## config.mk

```make
export PLATFORM = sky130hd
export DESIGN_NAME = ues_top
export DESIGN_NICKNAME = d
export VERILOG_FILES = /design/src/rtl/ues_pkg.sv /design/src/rtl/ues_axil_slave.sv /design/src/rtl/ues_sev_report.sv /design/src/rtl/ues_top.sv
export VERILOG_INCLUDE_DIRS = /design/src /design/src/rtl
export SDC_FILE = /design/constraint.sdc
export NUM_CORES = 1
export LEC_CHECK = 0
export CAP_MARGIN = 20
export CORE_ASPECT_RATIO = 1.25
export CORE_UTILIZATION = 67
export DETAILED_ROUTE_END_ITERATION = 10
export DONT_BUFFER_PORTS = 1
export PLACE_DENSITY = 0.79
export SETUP_SLACK_MARGIN = 0.05
export SLEW_MARGIN = 20
export SYNTH_ARGS = -nofsm -noshare
export SYNTH_HDL_FRONTEND = slang
export SYNTH_SLANG_ARGS = --single-unit
```

## constraint.sdc

```tcl
create_clock -name aclk -period 3.85 [get_ports aclk]
set_clock_uncertainty 0.05 [all_clocks]
set_input_delay 0.385 -clock aclk [delete_from_list [all_inputs] [get_ports aclk]]
set_output_delay 0.385 -clock aclk [all_outputs]
set_load 0.02 [all_outputs]
```

## src/rtl/ues_regs.svh

```systemverilog
`ifndef UES_REGS_SVH
`define UES_REGS_SVH

// bus geometry
`define UES_ADDR_W 12
`define UES_DATA_W 32

// register byte offsets
`define UES_SEV_OFS 12'h10C
`define UES_CTL_OFS 12'h200

// severity field positions
`define UES_COMPLETION_TIMEOUT_SEV_BIT 14
`define UES_COMPLETER_ABORT_SEV_BIT 15
`define UES_UNEXP_BIT 16
`define UES_RXOVF_BIT 17
`define UES_BADFMT_BIT 18
`define UES_ECRC_BIT 19
`define UES_UNSUP_BIT 20
`define UES_ACS_BIT 21
`define UES_INTERR_BIT 22
`define UES_MCBLK_BIT 23
`define UES_FIELD_LO 14
`define UES_FIELD_HI 23
`define UES_FIELD_N 10
`define UES_PROG_LO 16
`define UES_PROG_HI 23
`define UES_SEV_LANE 2

// severity reset value and forced values
`define UES_SEV_RST 8'h46
`define UES_INTERR_FORCED 1'b1
`define UES_MCBLK_FORCED 1'b0

// control register fields
`define UES_CTL_IEEN_BIT 0
`define UES_CTL_MCOFF_BIT 1
`define UES_CTL_LANE 0
`define UES_CTL_RST 2'h0

// bus responses
`define UES_RESP_OKAY 2'h0
`define UES_RESP_SLVERR 2'h2

`endif

```

## src/rtl/ues_pkg.sv

```systemverilog
package ues_pkg;
   `include "ues_regs.svh"

   // write request handed from the bus slave to the register bank
   typedef struct packed {
      logic [`UES_ADDR_W-1:0] addr;
      logic [`UES_DATA_W-1:0] data;
      logic [3:0] strb;
   } ues_wreq_t;

   // write channel states
   typedef enum logic [1:0] {
      UES_WR_COLLECT = 2'b01,
      UES_WR_RESP = 2'b10
   } ues_wr_state_t;
endpackage : ues_pkg

```

## src/rtl/ues_axil_slave.sv

```systemverilog
`timescale 1ns/1ps
`include "ues_regs.svh"
module ues_axil_slave
(
   // clock, reset, enable
   input wire logic aclk,
   input wire logic aresetn,
   input wire logic ce,
   // write address and data
   input wire logic s_awvalid,
   output logic s_awready,
   input wire logic [`UES_ADDR_W-1:0] s_awaddr,
   input wire logic s_wvalid,
   output logic s_wready,
   input wire logic [`UES_DATA_W-1:0] s_wdata,
   input wire logic [3:0] s_wstrb,
   // write response
   output logic s_bvalid,
   input wire logic s_bready,
   output logic [1:0] s_bresp,
   // read address and data
   input wire logic s_arvalid,
   output logic s_arready,
   input wire logic [`UES_ADDR_W-1:0] s_araddr,
   output logic s_rvalid,
   input wire logic s_rready,
   output logic [`UES_DATA_W-1:0] s_rdata,
   output logic [1:0] s_rresp,
   // register bank side
   output logic wr_en,
   output ues_pkg::ues_wreq_t wr_req,
   input wire logic wr_ok,
   output logic [`UES_ADDR_W-1:0] rd_addr,
   input wire logic [`UES_DATA_W-1:0] rd_data,
   input wire logic rd_ok
);
   import ues_pkg::*;

   ues_wr_state_t wst_ff;
   logic aw_held_ff;
   logic w_held_ff;
   ues_wreq_t req_ff;
   logic [1:0] bresp_ff;
   logic rvalid_ff;
   logic [`UES_DATA_W-1:0] rdata_ff;
   logic [1:0] rresp_ff;

   // address and data are taken in either order, one write at a time
   assign s_awready = ce && !aw_held_ff && (wst_ff == UES_WR_COLLECT);
   assign s_wready = ce && !w_held_ff && (wst_ff == UES_WR_COLLECT);
   assign wr_en = ce && aw_held_ff && w_held_ff && (wst_ff == UES_WR_COLLECT);
   assign wr_req = req_ff;
   assign s_bvalid = (wst_ff == UES_WR_RESP);
   assign s_bresp = bresp_ff;

   // write channel capture and response
   always_ff @(posedge aclk)
   begin
      if (!aresetn)
      begin
         wst_ff <= UES_WR_COLLECT;
         aw_held_ff <= 1'b0;
         w_held_ff <= 1'b0;
         req_ff <= '0;
         bresp_ff <= `UES_RESP_OKAY;
      end
      else if (ce)
      begin
         if (s_awvalid && s_awready)
         begin
            aw_held_ff <= 1'b1;
            req_ff.addr <= s_awaddr;
         end
         if (s_wvalid && s_wready)
         begin
            w_held_ff <= 1'b1;
            req_ff.data <= s_wdata;
            req_ff.strb <= s_wstrb;
         end
         unique case (wst_ff)
            UES_WR_COLLECT:
               if (wr_en)
               begin
                  wst_ff <= UES_WR_RESP;
                  bresp_ff <= wr_ok ? `UES_RESP_OKAY : `UES_RESP_SLVERR;
               end
            UES_WR_RESP:
               if (s_bready)
               begin
                  wst_ff <= UES_WR_COLLECT;
                  aw_held_ff <= 1'b0;
                  w_held_ff <= 1'b0;
               end
         endcase
      end
   end

   // read: data is looked up at the address handshake, answered next cycle
   assign s_arready = ce && !rvalid_ff;
   assign rd_addr = s_araddr;
   assign s_rvalid = rvalid_ff;
   assign s_rdata = rdata_ff;
   assign s_rresp = rresp_ff;

   always_ff @(posedge aclk)
   begin
      if (!aresetn)
      begin
         rvalid_ff <= 1'b0;
         rdata_ff <= '0;
         rresp_ff <= `UES_RESP_OKAY;
      end
      else if (ce)
      begin
         if (s_arvalid && s_arready)
         begin
            rvalid_ff <= 1'b1;
            rdata_ff <= rd_data;
            rresp_ff <= rd_ok ? `UES_RESP_OKAY : `UES_RESP_SLVERR;
         end
         else if (s_rready)
            rvalid_ff <= 1'b0;
      end
   end
endmodule : ues_axil_slave

```

## src/rtl/ues_sev_report.sv

```systemverilog
`timescale 1ns/1ps
`include "ues_regs.svh"
module ues_sev_report
#(
   parameter int N = `UES_FIELD_N
)
(
   // clock, reset, enable
   input wire logic aclk,
   input wire logic aresetn,
   input wire logic ce,
   // detected errors and effective severities
   input wire logic [N-1:0] err_evt,
   input wire logic [N-1:0] sev_eff,
   // classified reports
   output logic report_fatal,
   output logic report_nonfatal
);
   import ues_pkg::*;

   // any detected error whose selector is one counts as fatal
   function automatic logic any_set(input logic [N-1:0] evt, input logic [N-1:0] sel);
      any_set = |(evt & sel);
   endfunction : any_set

   // one registered pulse per class; both may fire in one cycle
   always_ff @(posedge aclk)
   begin
      if (!aresetn)
      begin
         report_fatal <= 1'b0;
         report_nonfatal <= 1'b0;
      end
      else if (ce)
      begin
         report_fatal <= any_set(err_evt, sev_eff); // RULE3
         report_nonfatal <= any_set(err_evt, ~sev_eff); // RULE3
      end
   end
endmodule : ues_sev_report

```

## src/rtl/ues_top.sv

```systemverilog
// Behaviour
// RULE1: completion-timeout severity bit 14 is read-only and always reads zero.
// RULE2: completer-abort severity bit 15 is read-only and resets to zero.
// RULE3: selectors 16 to 23 report their error fatal when one, non-fatal when zero.
// RULE4: after reset bits 17, 18, 22 read one; bits 16, 19-21, 23 read zero.
// RULE5: internal-error reporting disabled: bit 22 reads one and ignores writes.
// RULE6: multicast reporting not turned off: bit 23 reads zero and ignores writes.
// RULE7: selectors survive non-fundamental reset; bits 31 to 24 read zero, ignore writes.
//
// The AXI4-Lite interface to the registers and the register addresses are this design's own decisions.
`timescale 1ns/1ps
`include "ues_regs.svh"
module ues_top
(
   // clock, fundamental reset, enable
   input wire logic aclk,
   input wire logic aresetn,
   input wire logic ce,
   // non-fundamental reset, active high, clears bus state only
   input wire logic hot_reset,
   // axi4-lite write address and data
   input wire logic s_awvalid,
   output logic s_awready,
   input wire logic [`UES_ADDR_W-1:0] s_awaddr,
   input wire logic [2:0] s_awprot,
   input wire logic s_wvalid,
   output logic s_wready,
   input wire logic [`UES_DATA_W-1:0] s_wdata,
   input wire logic [3:0] s_wstrb,
   // axi4-lite write response
   output logic s_bvalid,
   input wire logic s_bready,
   output logic [1:0] s_bresp,
   // axi4-lite read
   input wire logic s_arvalid,
   output logic s_arready,
   input wire logic [`UES_ADDR_W-1:0] s_araddr,
   input wire logic [2:0] s_arprot,
   output logic s_rvalid,
   input wire logic s_rready,
   output logic [`UES_DATA_W-1:0] s_rdata,
   output logic [1:0] s_rresp,
   // detected uncorrectable errors, one pulse bit per field 14 to 23
   input wire logic [`UES_FIELD_N-1:0] err_evt,
   // classified reports and effective severities
   output logic report_fatal,
   output logic report_nonfatal,
   output logic [`UES_FIELD_N-1:0] sev_out
);
   import ues_pkg::*;

   localparam int PN = `UES_PROG_HI - `UES_PROG_LO + 1;

   logic bus_rst_n;
   logic wr_en;
   ues_wreq_t wr_req;
   logic wr_ok;
   logic [`UES_ADDR_W-1:0] rd_addr;
   logic [`UES_DATA_W-1:0] rd_data;
   logic rd_ok;
   logic [PN-1:0] sev_ff;
   logic [PN-1:0] nxt_sev;
   logic [1:0] ctl_ff;
   logic [1:0] nxt_ctl;
   logic ie_en;
   logic mc_off;
   logic [`UES_FIELD_N-1:0] sev_eff;
   logic [`UES_DATA_W-1:0] sev_word;
   logic [`UES_DATA_W-1:0] ctl_word;

   // register decode, used for both read and write
   function automatic logic hit(input logic [`UES_ADDR_W-1:0] a, input logic [`UES_ADDR_W-1:0] ofs);
      hit = (a == ofs);
   endfunction : hit

   // bus state follows both resets; the severity bank only the fundamental one
   assign bus_rst_n = aresetn && !hot_reset; // RULE7

   ues_axil_slave u_bus
   (
      .aclk(aclk),
      .aresetn(bus_rst_n),
      .ce(ce),
      .s_awvalid(s_awvalid),
      .s_awready(s_awready),
      .s_awaddr(s_awaddr),
      .s_wvalid(s_wvalid),
      .s_wready(s_wready),
      .s_wdata(s_wdata),
      .s_wstrb(s_wstrb),
      .s_bvalid(s_bvalid),
      .s_bready(s_bready),
      .s_bresp(s_bresp),
      .s_arvalid(s_arvalid),
      .s_arready(s_arready),
      .s_araddr(s_araddr),
      .s_rvalid(s_rvalid),
      .s_rready(s_rready),
      .s_rdata(s_rdata),
      .s_rresp(s_rresp),
      .wr_en(wr_en),
      .wr_req(wr_req),
      .wr_ok(wr_ok),
      .rd_addr(rd_addr),
      .rd_data(rd_data),
      .rd_ok(rd_ok)
   );

   // control bits that gate the two conditional selectors
   assign ie_en = ctl_ff[`UES_CTL_IEEN_BIT];
   assign mc_off = ctl_ff[`UES_CTL_MCOFF_BIT];

   // effective view: 14 and 15 hardwired, 22 and 23 forced while locked
   always_comb
   begin
      sev_eff = '0;
      sev_eff[`UES_COMPLETION_TIMEOUT_SEV_BIT-`UES_FIELD_LO] = 1'b0; // RULE1
      sev_eff[`UES_COMPLETER_ABORT_SEV_BIT-`UES_FIELD_LO] = 1'b0; // RULE2
      sev_eff[`UES_FIELD_HI-`UES_FIELD_LO:`UES_PROG_LO-`UES_FIELD_LO] = sev_ff;
      if (!ie_en)
         sev_eff[`UES_INTERR_BIT-`UES_FIELD_LO] = `UES_INTERR_FORCED; // RULE5
      if (!mc_off)
         sev_eff[`UES_MCBLK_BIT-`UES_FIELD_LO] = `UES_MCBLK_FORCED; // RULE6
   end

   assign sev_out = sev_eff;

   // read words: lower bits 0-13 belong elsewhere, 31-24 reserved
   always_comb
   begin
      sev_word = '0; // RULE7
      sev_word[`UES_FIELD_HI:`UES_FIELD_LO] = sev_eff;
      ctl_word = '0;
      ctl_word[`UES_CTL_IEEN_BIT] = ie_en;
      ctl_word[`UES_CTL_MCOFF_BIT] = mc_off;
   end

   // read mux, unmapped addresses answer slverr with zero data
   always_comb
   begin
      rd_data = '0;
      rd_ok = 1'b1;
      if (hit(rd_addr, `UES_SEV_OFS))
         rd_data = sev_word;
      else if (hit(rd_addr, `UES_CTL_OFS))
         rd_data = ctl_word;
      else
         rd_ok = 1'b0;
   end

   assign wr_ok = hit(wr_req.addr, `UES_SEV_OFS) || hit(wr_req.addr, `UES_CTL_OFS);

   // next selector value; locked selectors keep their stored bit
   always_comb
   begin
      nxt_sev = sev_ff;
      if (wr_en && hit(wr_req.addr, `UES_SEV_OFS) && wr_req.strb[`UES_SEV_LANE])
      begin
         nxt_sev = wr_req.data[`UES_PROG_HI:`UES_PROG_LO]; // RULE3
         if (!ie_en)
            nxt_sev[`UES_INTERR_BIT-`UES_PROG_LO] = sev_ff[`UES_INTERR_BIT-`UES_PROG_LO]; // RULE5
         if (!mc_off)
            nxt_sev[`UES_MCBLK_BIT-`UES_PROG_LO] = sev_ff[`UES_MCBLK_BIT-`UES_PROG_LO]; // RULE6
      end
   end

   // sticky selectors: only the fundamental reset reloads their reset value
   always_ff @(posedge aclk)
   begin
      if (!aresetn)
         sev_ff <= `UES_SEV_RST; // RULE4
      else if (ce)
         sev_ff <= nxt_sev; // RULE7
   end

   // control register, also sticky so a hot reset cannot unlock a selector
   always_comb
   begin
      nxt_ctl = ctl_ff;
      if (wr_en && hit(wr_req.addr, `UES_CTL_OFS) && wr_req.strb[`UES_CTL_LANE])
      begin
         nxt_ctl[`UES_CTL_IEEN_BIT] = wr_req.data[`UES_CTL_IEEN_BIT];
         nxt_ctl[`UES_CTL_MCOFF_BIT] = wr_req.data[`UES_CTL_MCOFF_BIT];
      end
   end

   always_ff @(posedge aclk)
   begin
      if (!aresetn)
         ctl_ff <= `UES_CTL_RST;
      else if (ce)
         ctl_ff <= nxt_ctl;
   end

   // error classification from the effective selectors
   ues_sev_report #(.N(`UES_FIELD_N)) u_report
   (
      .aclk(aclk),
      .aresetn(aresetn),
      .ce(ce),
      .err_evt(err_evt),
      .sev_eff(sev_eff),
      .report_fatal(report_fatal),
      .report_nonfatal(report_nonfatal)
   );
endmodule : ues_top

```

[Yosys cells after proc, flatten, opt, wreduce, memory -nomap -nowiden]
Cells that the tools add are included.
Cells by class
  bitwise operators: 3
  mux-type cells: 19
  multipliers: 0
  div/mod/pow operators: 0
  eq/ne operators: 8
  add/subtract/negate cells: 0
  reductions and logical operators: 34
  shift-type cells: 0
  $lt $le $gt $ge: 0
Operator list (count)
  $eq A12 B10 Y1 const B: 2
  $eq A12 B9 Y1 const B: 2
  $mux W24: 1
  $and A10 B10 Y10: 2
  $reduce_or A10 Y1: 2
  $logic_and A1 B1 Y1: 16
  $mux W1: 12
  $reduce_and A2 Y1: 6
  $reduce_and A3 Y1: 4
  $mux W2: 5
  $not A10 Y10: 1
  $logic_not A1 Y1: 4
  $pmux W2 S2: 1
  $eq A2 B1 Y1 const B: 1
  $eq A2 B2 Y1 const B: 1
  $ne A2 B1 Y1 const B: 1
  $ne A2 B2 Y1 const B: 1
  $reduce_bool A2 Y1: 1
  $logic_or A1 B1 Y1: 1
Word-level totals
  memories kept: 0
  bits in latches: 0
  output and inout bits: 53
  register bits after elaboration: 92
  input bits: 85
  memory bits (writable): 0
  memory bits (read-only): 0

[Logic depth before layout (Yosys ltp)]
Gate-level depths: netlist (run 1).
  depth after elaboration: 7
  mapped depth: 6

[Hierarchy]
A second synthesis (run 1) with hierarchy kept.
Second synthesis, totals
  cells, all modules: 508
  area, all modules: 4349.2 um^2
Modules (own cells, without submodules)
  ues_axil_slave: cells each 398, sequential area each 1741.7 um^2, area an instance 3465.8 um^2, instances 1
  ues_top: cells each 85, sequential area each 200.2 um^2, area an instance 661.9 um^2, instances 1
  ues_sev_report: cells each 25, sequential area each 40.0 um^2, area an instance 221.5 um^2, instances 1

[Least setup slack after synthesis (run 1)]
No wires, ideal clock.
  path type: input to output
  from: input ce
  to: output s_awready
  path buffers: 1
  setup slack: 2.008 ns
  stages on the path: 2
  arrival: 1.407 ns
  data required time: 3.415 ns
  cell sequence: nor4bb_1 > clkbuf_1
On the way
  word-level cells in the longest chain between the ends: 2
RTL lines
  start, declared: RTL line ues_top.sv:18  | input wire logic ce,
  $logic_and A1 B1 Y1 (2 in series): RTL line ues_axil_slave.sv:49  | assign s_awready = ce && !aw_held_ff && (wst_ff == UES_WR_COLLECT);
  end, declared: RTL line ues_top.sv:23  | output logic s_awready,
Every way passes these cells.

[Worst setup path in the final report (run 1)]
  from: register u_bus.rvalid_ff, in the netlist u_bus.s_rvalid
  to: register u_bus.rdata_ff[22], in the netlist u_bus.s_rdata[22]
On the way
  word-level cells in the longest chain between the ends: 4
RTL lines
  start, declared: RTL line ues_axil_slave.sv:44  | logic rvalid_ff;
  start signal, assigned: RTL line ues_axil_slave.sv:109  | rvalid_ff <= 1'b0;
  start signal, assigned: RTL line ues_axil_slave.sv:117  | rvalid_ff <= 1'b1;
  start signal, assigned: RTL line ues_axil_slave.sv:122  | rvalid_ff <= 1'b0;
  $logic_not A1 Y1: RTL line ues_axil_slave.sv:99  | assign s_arready = ce && !rvalid_ff;
  $logic_and A1 B1 Y1: RTL line ues_axil_slave.sv:99
  named net s_arready: RTL line ues_top.sv:36  | output logic s_arready,
  $logic_and A1 B1 Y1: RTL line ues_axil_slave.sv:115  | if (s_arvalid && s_arready)
  $reduce_and A2 Y1 (no source line)
  end signal, assigned: RTL line ues_axil_slave.sv:118  | rdata_ff <= rd_data;
  end, declared: RTL line ues_axil_slave.sv:45  | logic [`UES_DATA_W-1:0] rdata_ff;
The timed path passes the listed nets, and every way through them passes these cells.
A chain may end at the register's enable or synchronous reset.

==> results of run 1 <==
## through the flow
stage	worst slack, ps	cell area (um2)	hold WS, ps
2_1_floorplan	2010	2550	381
3_3_place_gp	1850	2340	389
3_5_place_dp	1840	2340	395
4_1_cts	1830	2430	110
5_1_grt	1680	2430	112
6_report	1850	2430	114
## final timing paths
path | start | to | slack [ps] | depth (start not counted)
setup reg to reg | u_bus.s_rvalid | u_bus.s_rdata[22] | 1850 | 4
hold reg to reg | u_bus.wr_req[37] | u_bus.wr_req[37] | 400 | 2
hold / removal | aresetn | sev_ff[2] | 110 | 1
setup / recovery | u_bus.s_rvalid | u_bus.s_rdata[22] | 1850 | 4
## registers in the layout, summed over array words and instances, names as in the netlist
| register | cells |
|---|---|
| ctl_ff | 2 |
| sev_ff | 8 |
| u_bus.aw_held_ff | 1 |
| u_bus.s_bresp | 1 |
| u_bus.s_rdata | 10 |
| u_bus.s_rresp | 1 |
| u_bus.s_rvalid | 1 |
| u_bus.w_held_ff | 1 |
| u_bus.wr_req | 24 |
| u_bus.wst_ff | 2 |
| u_report.report_fatal | 1 |
| u_report.report_nonfatal | 1 |
## Yosys cell counts, drive strengths merged (3+ instances only)
| cell type | count | share of area (%) |
|---|---|---|
| nand2 | 65 | 9.9 |
| dfxtp | 53 | 43 |
| a21oi | 39 | 7.9 |
| buf | 35 | 11 |
| nand3 | 24 | 4.9 |
| clkbuf | 12 | 1.8 |
| inv | 10 | 1.5 |
| mux2i | 7 | 2.8 |
| nor2b | 6 | 1.5 |
| o21ai | 6 | 1.2 |
| nand4 | 5 | 1.3 |
| nor2 | 5 | 0.76 |
| or4 | 4 | 1.4 |
| a22oi | 3 | 0.92 |
| a31oi | 3 | 0.76 |
## layer usage
| metal | track usage (%) | vias to the layer above | share of wire, % |
|---|---|---|---|
| met1 | 30.7 | 887 | 42 |
| met4 | 8.94 | 0 | 1.7 |
| met2 | 40.9 | 73 | 48 |
| met3 | 5.97 | 8 | 7.3 |
| met5 | 0 | - | 0 |
| li1 | - | 966 | - |
## report_power, final
part | internal [mW] | switching (mW)
logic | 0.0213 | 0.0582
clock network | 0.128 | 0.177
registers | 0.557 | 0.0103
total | 0.707 | 0.245
## cell families (layout without fill, tap and decap cells)
logic type	count (synthesis)	after routing	synth area share, %
compound gates	62	62	14.7
buf+inv	57	20	14.0
flops	53	53	43.2
mux	7	7	2.85
other cells	1	26	0.153
simple gates	124	124	25.1
## cell type report
type	count	area (um2)
clock buffers	6	72.6
clock inverters	2	15.0
fillers	315	1060
inverters	10	37.5
multi-input cells	219	1180
flip-flops and latches	53	1060
well taps	39	48.8
repair buffers	2	15.0
==> impl_metrics.yaml, run 1 <==
status:
  outcome: "complete, no violations"
global_routing:
  grt_start_max_net_pins: 29
  vias_in_the_first_global_route: 1681
  grt_antenna_before_repair: 0
  global_route.usage.total_pct: 24.6
  global_route_congestion_overflow_total: 0
  grt_pass1_wl_um: 7580
timing:
  fmax_achieved_ghz: 0.500
  grt_setup_unrepaired: "no"
  hold_viol_final: 0
  drv_slew: 0
  setup_viol_count_final: 0
  slew-limit-headroom_pct: 31.1
  summed_negative_setup_slack_over_all_endpoints_ps: 0
  worstMarginPinSlew_ps: 1030
  fin_crit_sh_pct: 51.9
  final_period_minus_worst_setup_slack_ps: 2000
drt:
  initialDrtViolationCount: 90
  route.detailed.wl_per_inst_um: 14.4
  via_per_inst: 5.84
  ant_nets: 0
  first_pass_iters: 4
  drt_wl_total_um: 4750
  route.detailed.drc: 0
  routed-via-count: 1934
placed_design:
  place.detailed.instances: 323
  port_buffers: 0
  routability_congestion_estimate: 0.774
  dp.final_hpwl_um: 3530
die:
  core_area_um2: 3480
  io_pins: 138
  die_w_um: 56.2
  design.die.area_um2: 3920
  chipHeight_um: 69.7
  floorplan.initialDensity_pct: 70.6
  fp_rows: 24
clock_network:
  cts.clk_slew.worst_paths_ps: 90
  cts_repair_resize_count: 0
  cts_setup_buffers: 0
  cts_max_path_buffers: 2
  clock-sinks: 53
  ctsHtreeMaxLevel: 2
  worst_skew_pair.late_latency_ps: 310
  clk_root_buffer_cell: "sky130_fd_sc_hd__clkbuf_8"
  cts_buffers: 5
  tritoncts: "built"
  ctsHoldBuffers: 0
logic_synthesis:
  synth-async-reset-ratio_pct: 0
  per_instance_average_area_after_synthesis_um2: 8.09
  yosys.cell_types.count: 40
  portion_of_the_post_synthesis_area_used_by_sequential_elements_pct: 43.2
  postSynthCellCount: 304
  synth_edf_count: 0
  synth_ff_type: "sky130_fd_sc_hd__dfxtp_1"
  synthesis.yosys.warnings: 0
  postSynthRegisterBits: 53
  post_synth_instance_area_um2: 2460
final_layout:
  finish.cell_count_without_fillers: 331
  final_nets: 376
  final_common_cell: "sky130_fd_sc_hd__nand2_1"
  area_growth_pct: -1.27
  utilization_after_layout_pct: 69.7
  post_route_cells_drive_above_1_share_pct: 5.14
  layout.cells.most_common_list: "sky130_fd_sc_hd__nand2_1, sky130_fd_sc_hd__dfxtp_1, sky130_fd_sc_hd__a21oi_1, sky130_fd_sc_hd__conb_1, sky130_fd_sc_hd__nand3_1"
  n_antenna_cell: 0
critical_path:
  critical_path.n_buffers_inverters: 0
  timing.critical_path.slowest_cell_delay_ps: 570
  worst_path_dominant_cell_family: "simple AND/OR/NAND/NOR gates"
  critical_path_class: "flip-flop to flip-flop"
  end_kind: "flip-flop"
  startpoint_type: "flip-flop"
  worstPathRequired_ps: 3970
  worstPathMaxFanout: 11
  crit_chain: "nor2b_1 -> nand2_1 -> o21ai_1 -> a211oi_1"
  worst_ep_arrival_time_ps: 2120
  crit_path_top_delay_cell: "sky130_fd_sc_hd__o21ai_1"
run:
  maxcap_violations: 0
min_path:
  min_path_type: "primary input to flip-flop"
power_and_ir_drop:
  cellPowerDensity_nw_per_um2: 392
  p_leak_nw: 0.876
  pwr_total_mw: 0.952
  ir_worst_vdd_uv: 278
Note: power is estimated with default switching activity, not from simulation.
==> run 2, diff against run 1 <==
--- a/config.mk
+++ b/config.mk
@@ -6,12 +6,13 @@
 export SDC_FILE = /design/constraint.sdc
 export NUM_CORES = 1
 export LEC_CHECK = 0
+export ABC_AREA = 1
 export CAP_MARGIN = 20
 export CORE_ASPECT_RATIO = 1.25
-export CORE_UTILIZATION = 67
+export CORE_UTILIZATION = 62
 export DETAILED_ROUTE_END_ITERATION = 10
 export DONT_BUFFER_PORTS = 1
-export PLACE_DENSITY = 0.79
+export PLACE_DENSITY = 0.74
 export SETUP_SLACK_MARGIN = 0.05
 export SLEW_MARGIN = 20
 export SYNTH_ARGS = -nofsm -noshare
==> constraint.sdc (replaced) <==
create_clock -name aclk -period 2 [get_ports aclk]
set_clock_uncertainty 0.05 [all_clocks]
set_input_delay 0.2 -clock aclk [delete_from_list [all_inputs] [get_ports aclk]]
set_output_delay 0.2 -clock aclk [all_outputs]
set_load 0.02 [all_outputs]
==> run 2 against run 1 <==
Synthesized area increased by 6.0%. Clock power increased by 98%. Worst hold slack got worse by 110 ps. Routed wire length increased by 13%. Flip-flop and latch count unchanged. Combinational power increased to 2.8 times the previous value. Worst setup slack got worse by 1700 ps. Utilization decreased by 0.73 points. Maximum frequency increased by 8.9%. Sequential power increased by 94%. Non-clock buffer count increased by 27. Largest cell class unchanged.
==> impl_metrics.yaml, run 2 <==
status:
  outcome: "complete, no violations"
final_layout:
  area_growth_pct: 7.64
  seqCellArea_um2: 1060
  flip_flop_count_of_the_largest_register_all_copies_and_words_added: 24
  filler_cell_count: 384
  area_occupied_by_multi_input_gates_um2: 1160
  final_common_cell: "sky130_fd_sc_hd__nand2_1"
  final_nets: 462
  post_route_cells_drive_above_1_share_pct: 6.37
  layout.cells.most_common_list: "sky130_fd_sc_hd__nand2_1, sky130_fd_sc_hd__dfxtp_1, sky130_fd_sc_hd__nor2_1, sky130_fd_sc_hd__inv_1, sky130_fd_sc_hd__a21oi_1"
  n_antenna_cell: 0
critical_path:
  worstPathRequired_ps: 2180
  crit_path_top_delay_cell: "sky130_fd_sc_hd__dlygate4sd3_1"
  worstPathMaxFanout: 11
  cp.depth: 7
  r2r-start: "u_bus.wst_ff[1]"
  worst_r2r_path_depth: 7
  critical_path_class: "flip-flop to flip-flop"
  crit_chain: "inv_1 -> nand2_2 -> nor3_4 -> buf_6 -> nand3_1 -> dlygate4sd3_1 -> a21oi_1"
  reg2reg_setup_slack_ps: 160
  startpoint_type: "flip-flop"
  critical_path.n_buffers_inverters: 3
  timing.critical_path.slowest_cell_delay_ps: 560
  worst_ep_arrival_time_ps: 2010
  worst_path_dominant_cell_family: "buffers and inverters"
  timing.rr.end: "u_bus.wr_req[5]"
  end_kind: "flip-flop"
die:
  fp_rows: 26
  floorplan.initialDensity_pct: 64.1
  die_w_um: 60.0
  design.die.area_um2: 4470
  chipHeight_um: 74.5
  core_area_um2: 4070
  io_pins: 138
drt:
  drt_wl_total_um: 5370
  first_pass_iters: 4
  initialDrtViolationCount: 84
  ant_nets: 0
  via_per_inst: 5.16
  routed-via-count: 2233
  route.detailed.drc: 0
  route.detailed.wl_per_inst_um: 12.4
clock_network:
  clock-sinks: 53
  cts_max_path_buffers: 2
  cts_buffers: 5
  worst_skew_pair.late_latency_ps: 300
  tritoncts: "built"
  cts_setup_buffers: 0
  ctsHtreeMaxLevel: 2
  clk_root_buffer_cell: "sky130_fd_sc_hd__clkbuf_8"
  cts.clk_slew.worst_paths_ps: 80
timing:
  fmax_achieved_ghz: 0.545
  post-route-worst-setup-slack_ps: 164
  drv_slew: 0
  final_period_minus_worst_setup_slack_ps: 1840
  summed_negative_setup_slack_over_all_endpoints_ps: 0
  setup_viol_count_final: 0
  grt_setup_unrepaired: "no"
  hold_viol_final: 0
  fin_crit_sh_pct: 91.8
placed_design:
  detailedPlace.worstSlack_ps: 368
  dp.final_hpwl_um: 3760
  port_buffers: 0
  routability_congestion_estimate: 0.830
logic_synthesis:
  netlist.top_cell.by_area: "sky130_fd_sc_hd__dfxtp_1"
  synth_edf_count: 0
  postSynthRegisterBits: 53
  synth_largest_type_area_fraction_pct: 40.7
  portion_of_the_post_synthesis_area_used_by_sequential_elements_pct: 40.7
  synthesis.yosys.warnings: 0
  yosys.cell_types.count: 26
  post_synth_instance_area_um2: 2600
  postSynthCellCount: 361
  yosys-top-cells-count: "sky130_fd_sc_hd__nand2_1, sky130_fd_sc_hd__dfxtp_1, sky130_fd_sc_hd__nor2_1"
  post-synth-top-count-cell: "sky130_fd_sc_hd__nand2_1"
  synth_ff_type: "sky130_fd_sc_hd__dfxtp_1"
  per_instance_average_area_after_synthesis_um2: 7.22
  synthTopCellsByArea: "sky130_fd_sc_hd__dfxtp_1, sky130_fd_sc_hd__buf_4, sky130_fd_sc_hd__nand2_1"
  synth-async-reset-ratio_pct: 0
power_and_ir_drop:
  cellPowerDensity_nw_per_um2: 688
  p_leak_nw: 1.16
  ir_worst_vdd_uv: 448
global_routing:
  global_route_congestion_overflow_total: 0
  gr-max-usage-layer: "met2"
  global_route.usage.total_pct: 24.4
  grt_start_max_net_pins: 17
  grt_pass1_wl_um: 8190
  use_met1_pct: 27.6
  vias_in_the_first_global_route: 1947
  grt_antenna_before_repair: 0
  grt_util_met2_pct: 43.6
  use_met3_pct: 6.26
min_path:
  hold_path_depth: 2
  hold-path-endpoint: "u_bus.wr_req[21]"
  min_path_type: "primary input to flip-flop"
  hp-start: "s_wvalid"
run:
  maxcap_violations: 0
## run 2: cell types whose count changed after synthesis, sizes merged, moves of 3 or more
cell | previous run | this run
a21oi | 39 | 35
a22oi | 3 | 0
a31oi | 3 | 0
buf | 35 | 39
clkbuf | 12 | 6
inv | 10 | 36
mux2i | 7 | 0
nand3 | 24 | 31
nor2 | 5 | 43
nor2b | 6 | 0
nor3 | 1 | 16
o21ai | 6 | 19
o22ai | 0 | 3
or4 | 4 | 0
## run 2: how the worst max path moves through the flow
stage                                   to              from  slack [ps]
after floorplan                  sev_ff[6]  u_bus.wr_req[40]         690
after global placement           sev_ff[7]  u_bus.wr_req[41]         390
after detailed placement         sev_ff[7]  u_bus.wr_req[47]         370
after CTS                  u_bus.wr_req[5]   u_bus.wst_ff[1]         170
after global routing      u_bus.wr_req[46]   u_bus.wst_ff[1]          60
final                      u_bus.wr_req[5]   u_bus.wst_ff[1]         160
## run 2: area by class of cell
class	instances	area share, %
multi-input cells	251	41.5
flip-flops and latches	53	37.8
repair buffers	29	10.1
inverters	37	4.95
clock buffers	7	3.08
well taps	56	2.50
## run 2: kinds of logic after synthesis
| family | Yosys count | synth area share, % |
|---|---|---|
| AOI/OAI and AO/OA | 61 | 12.4 |
| buffers and inverters | 82 | 18.2 |
| DFF | 53 | 40.7 |
| other | 1 | 0.144 |
| and+or+nand+nor | 164 | 28.5 |
## run 2: worst register-to-register path, stage by stage, from the launching register on
cell and delay (ps):
sky130_fd_sc_hd__dfxtp_1 330, sky130_fd_sc_hd__inv_1 60, sky130_fd_sc_hd__nand2_2 110, sky130_fd_sc_hd__nor3_4 210
sky130_fd_sc_hd__buf_6 200, sky130_fd_sc_hd__nand3_1 70, sky130_fd_sc_hd__dlygate4sd3_1 560, sky130_fd_sc_hd__a21oi_1 160
## run 2: stage by stage
step / util [%] / power [mW] / instance area, um2 / std cells / hold slack (ps)
after CTS: 68.9 / 1.94 / 2800 / 433 / 0.173
after global routing: 69.0 / 2.00 / 2800 / 433 / 5.29
after global placement: 60.6 / 1.31 / 2460 / 401 / 237
after floorplan: - / 1.33 / 2700 / 386 / 314
final: 69.0 / 1.93 / 2800 / 433 / 7.24
after detailed placement: 60.6 / 1.31 / 2460 / 401 / 240
## run 2: metal layers
layer	share of wire, %	vias to the layer above
met3	5.9	6
met1	43	1009
met5	0	-
met4	1.4	0
met2	50	73
li1	-	1145
## run 2: what timing repair did
action | 4_1_cts | 5_1_grt
gates resized for setup | 0 | 1
setup endpoints to repair | 0 | 2
hold buffers | 25 | 0
hold endpoints to repair | 23 | 0
## run 2: power breakdown
part	switching (mW)	internal (mW)	total [mW]	leakage [nW]
combinational	0.146	0.0774	0.224	0.683
sequential	0.0243	1.08	1.10	0.430
clock	0.329	0.275	0.604	0.0443
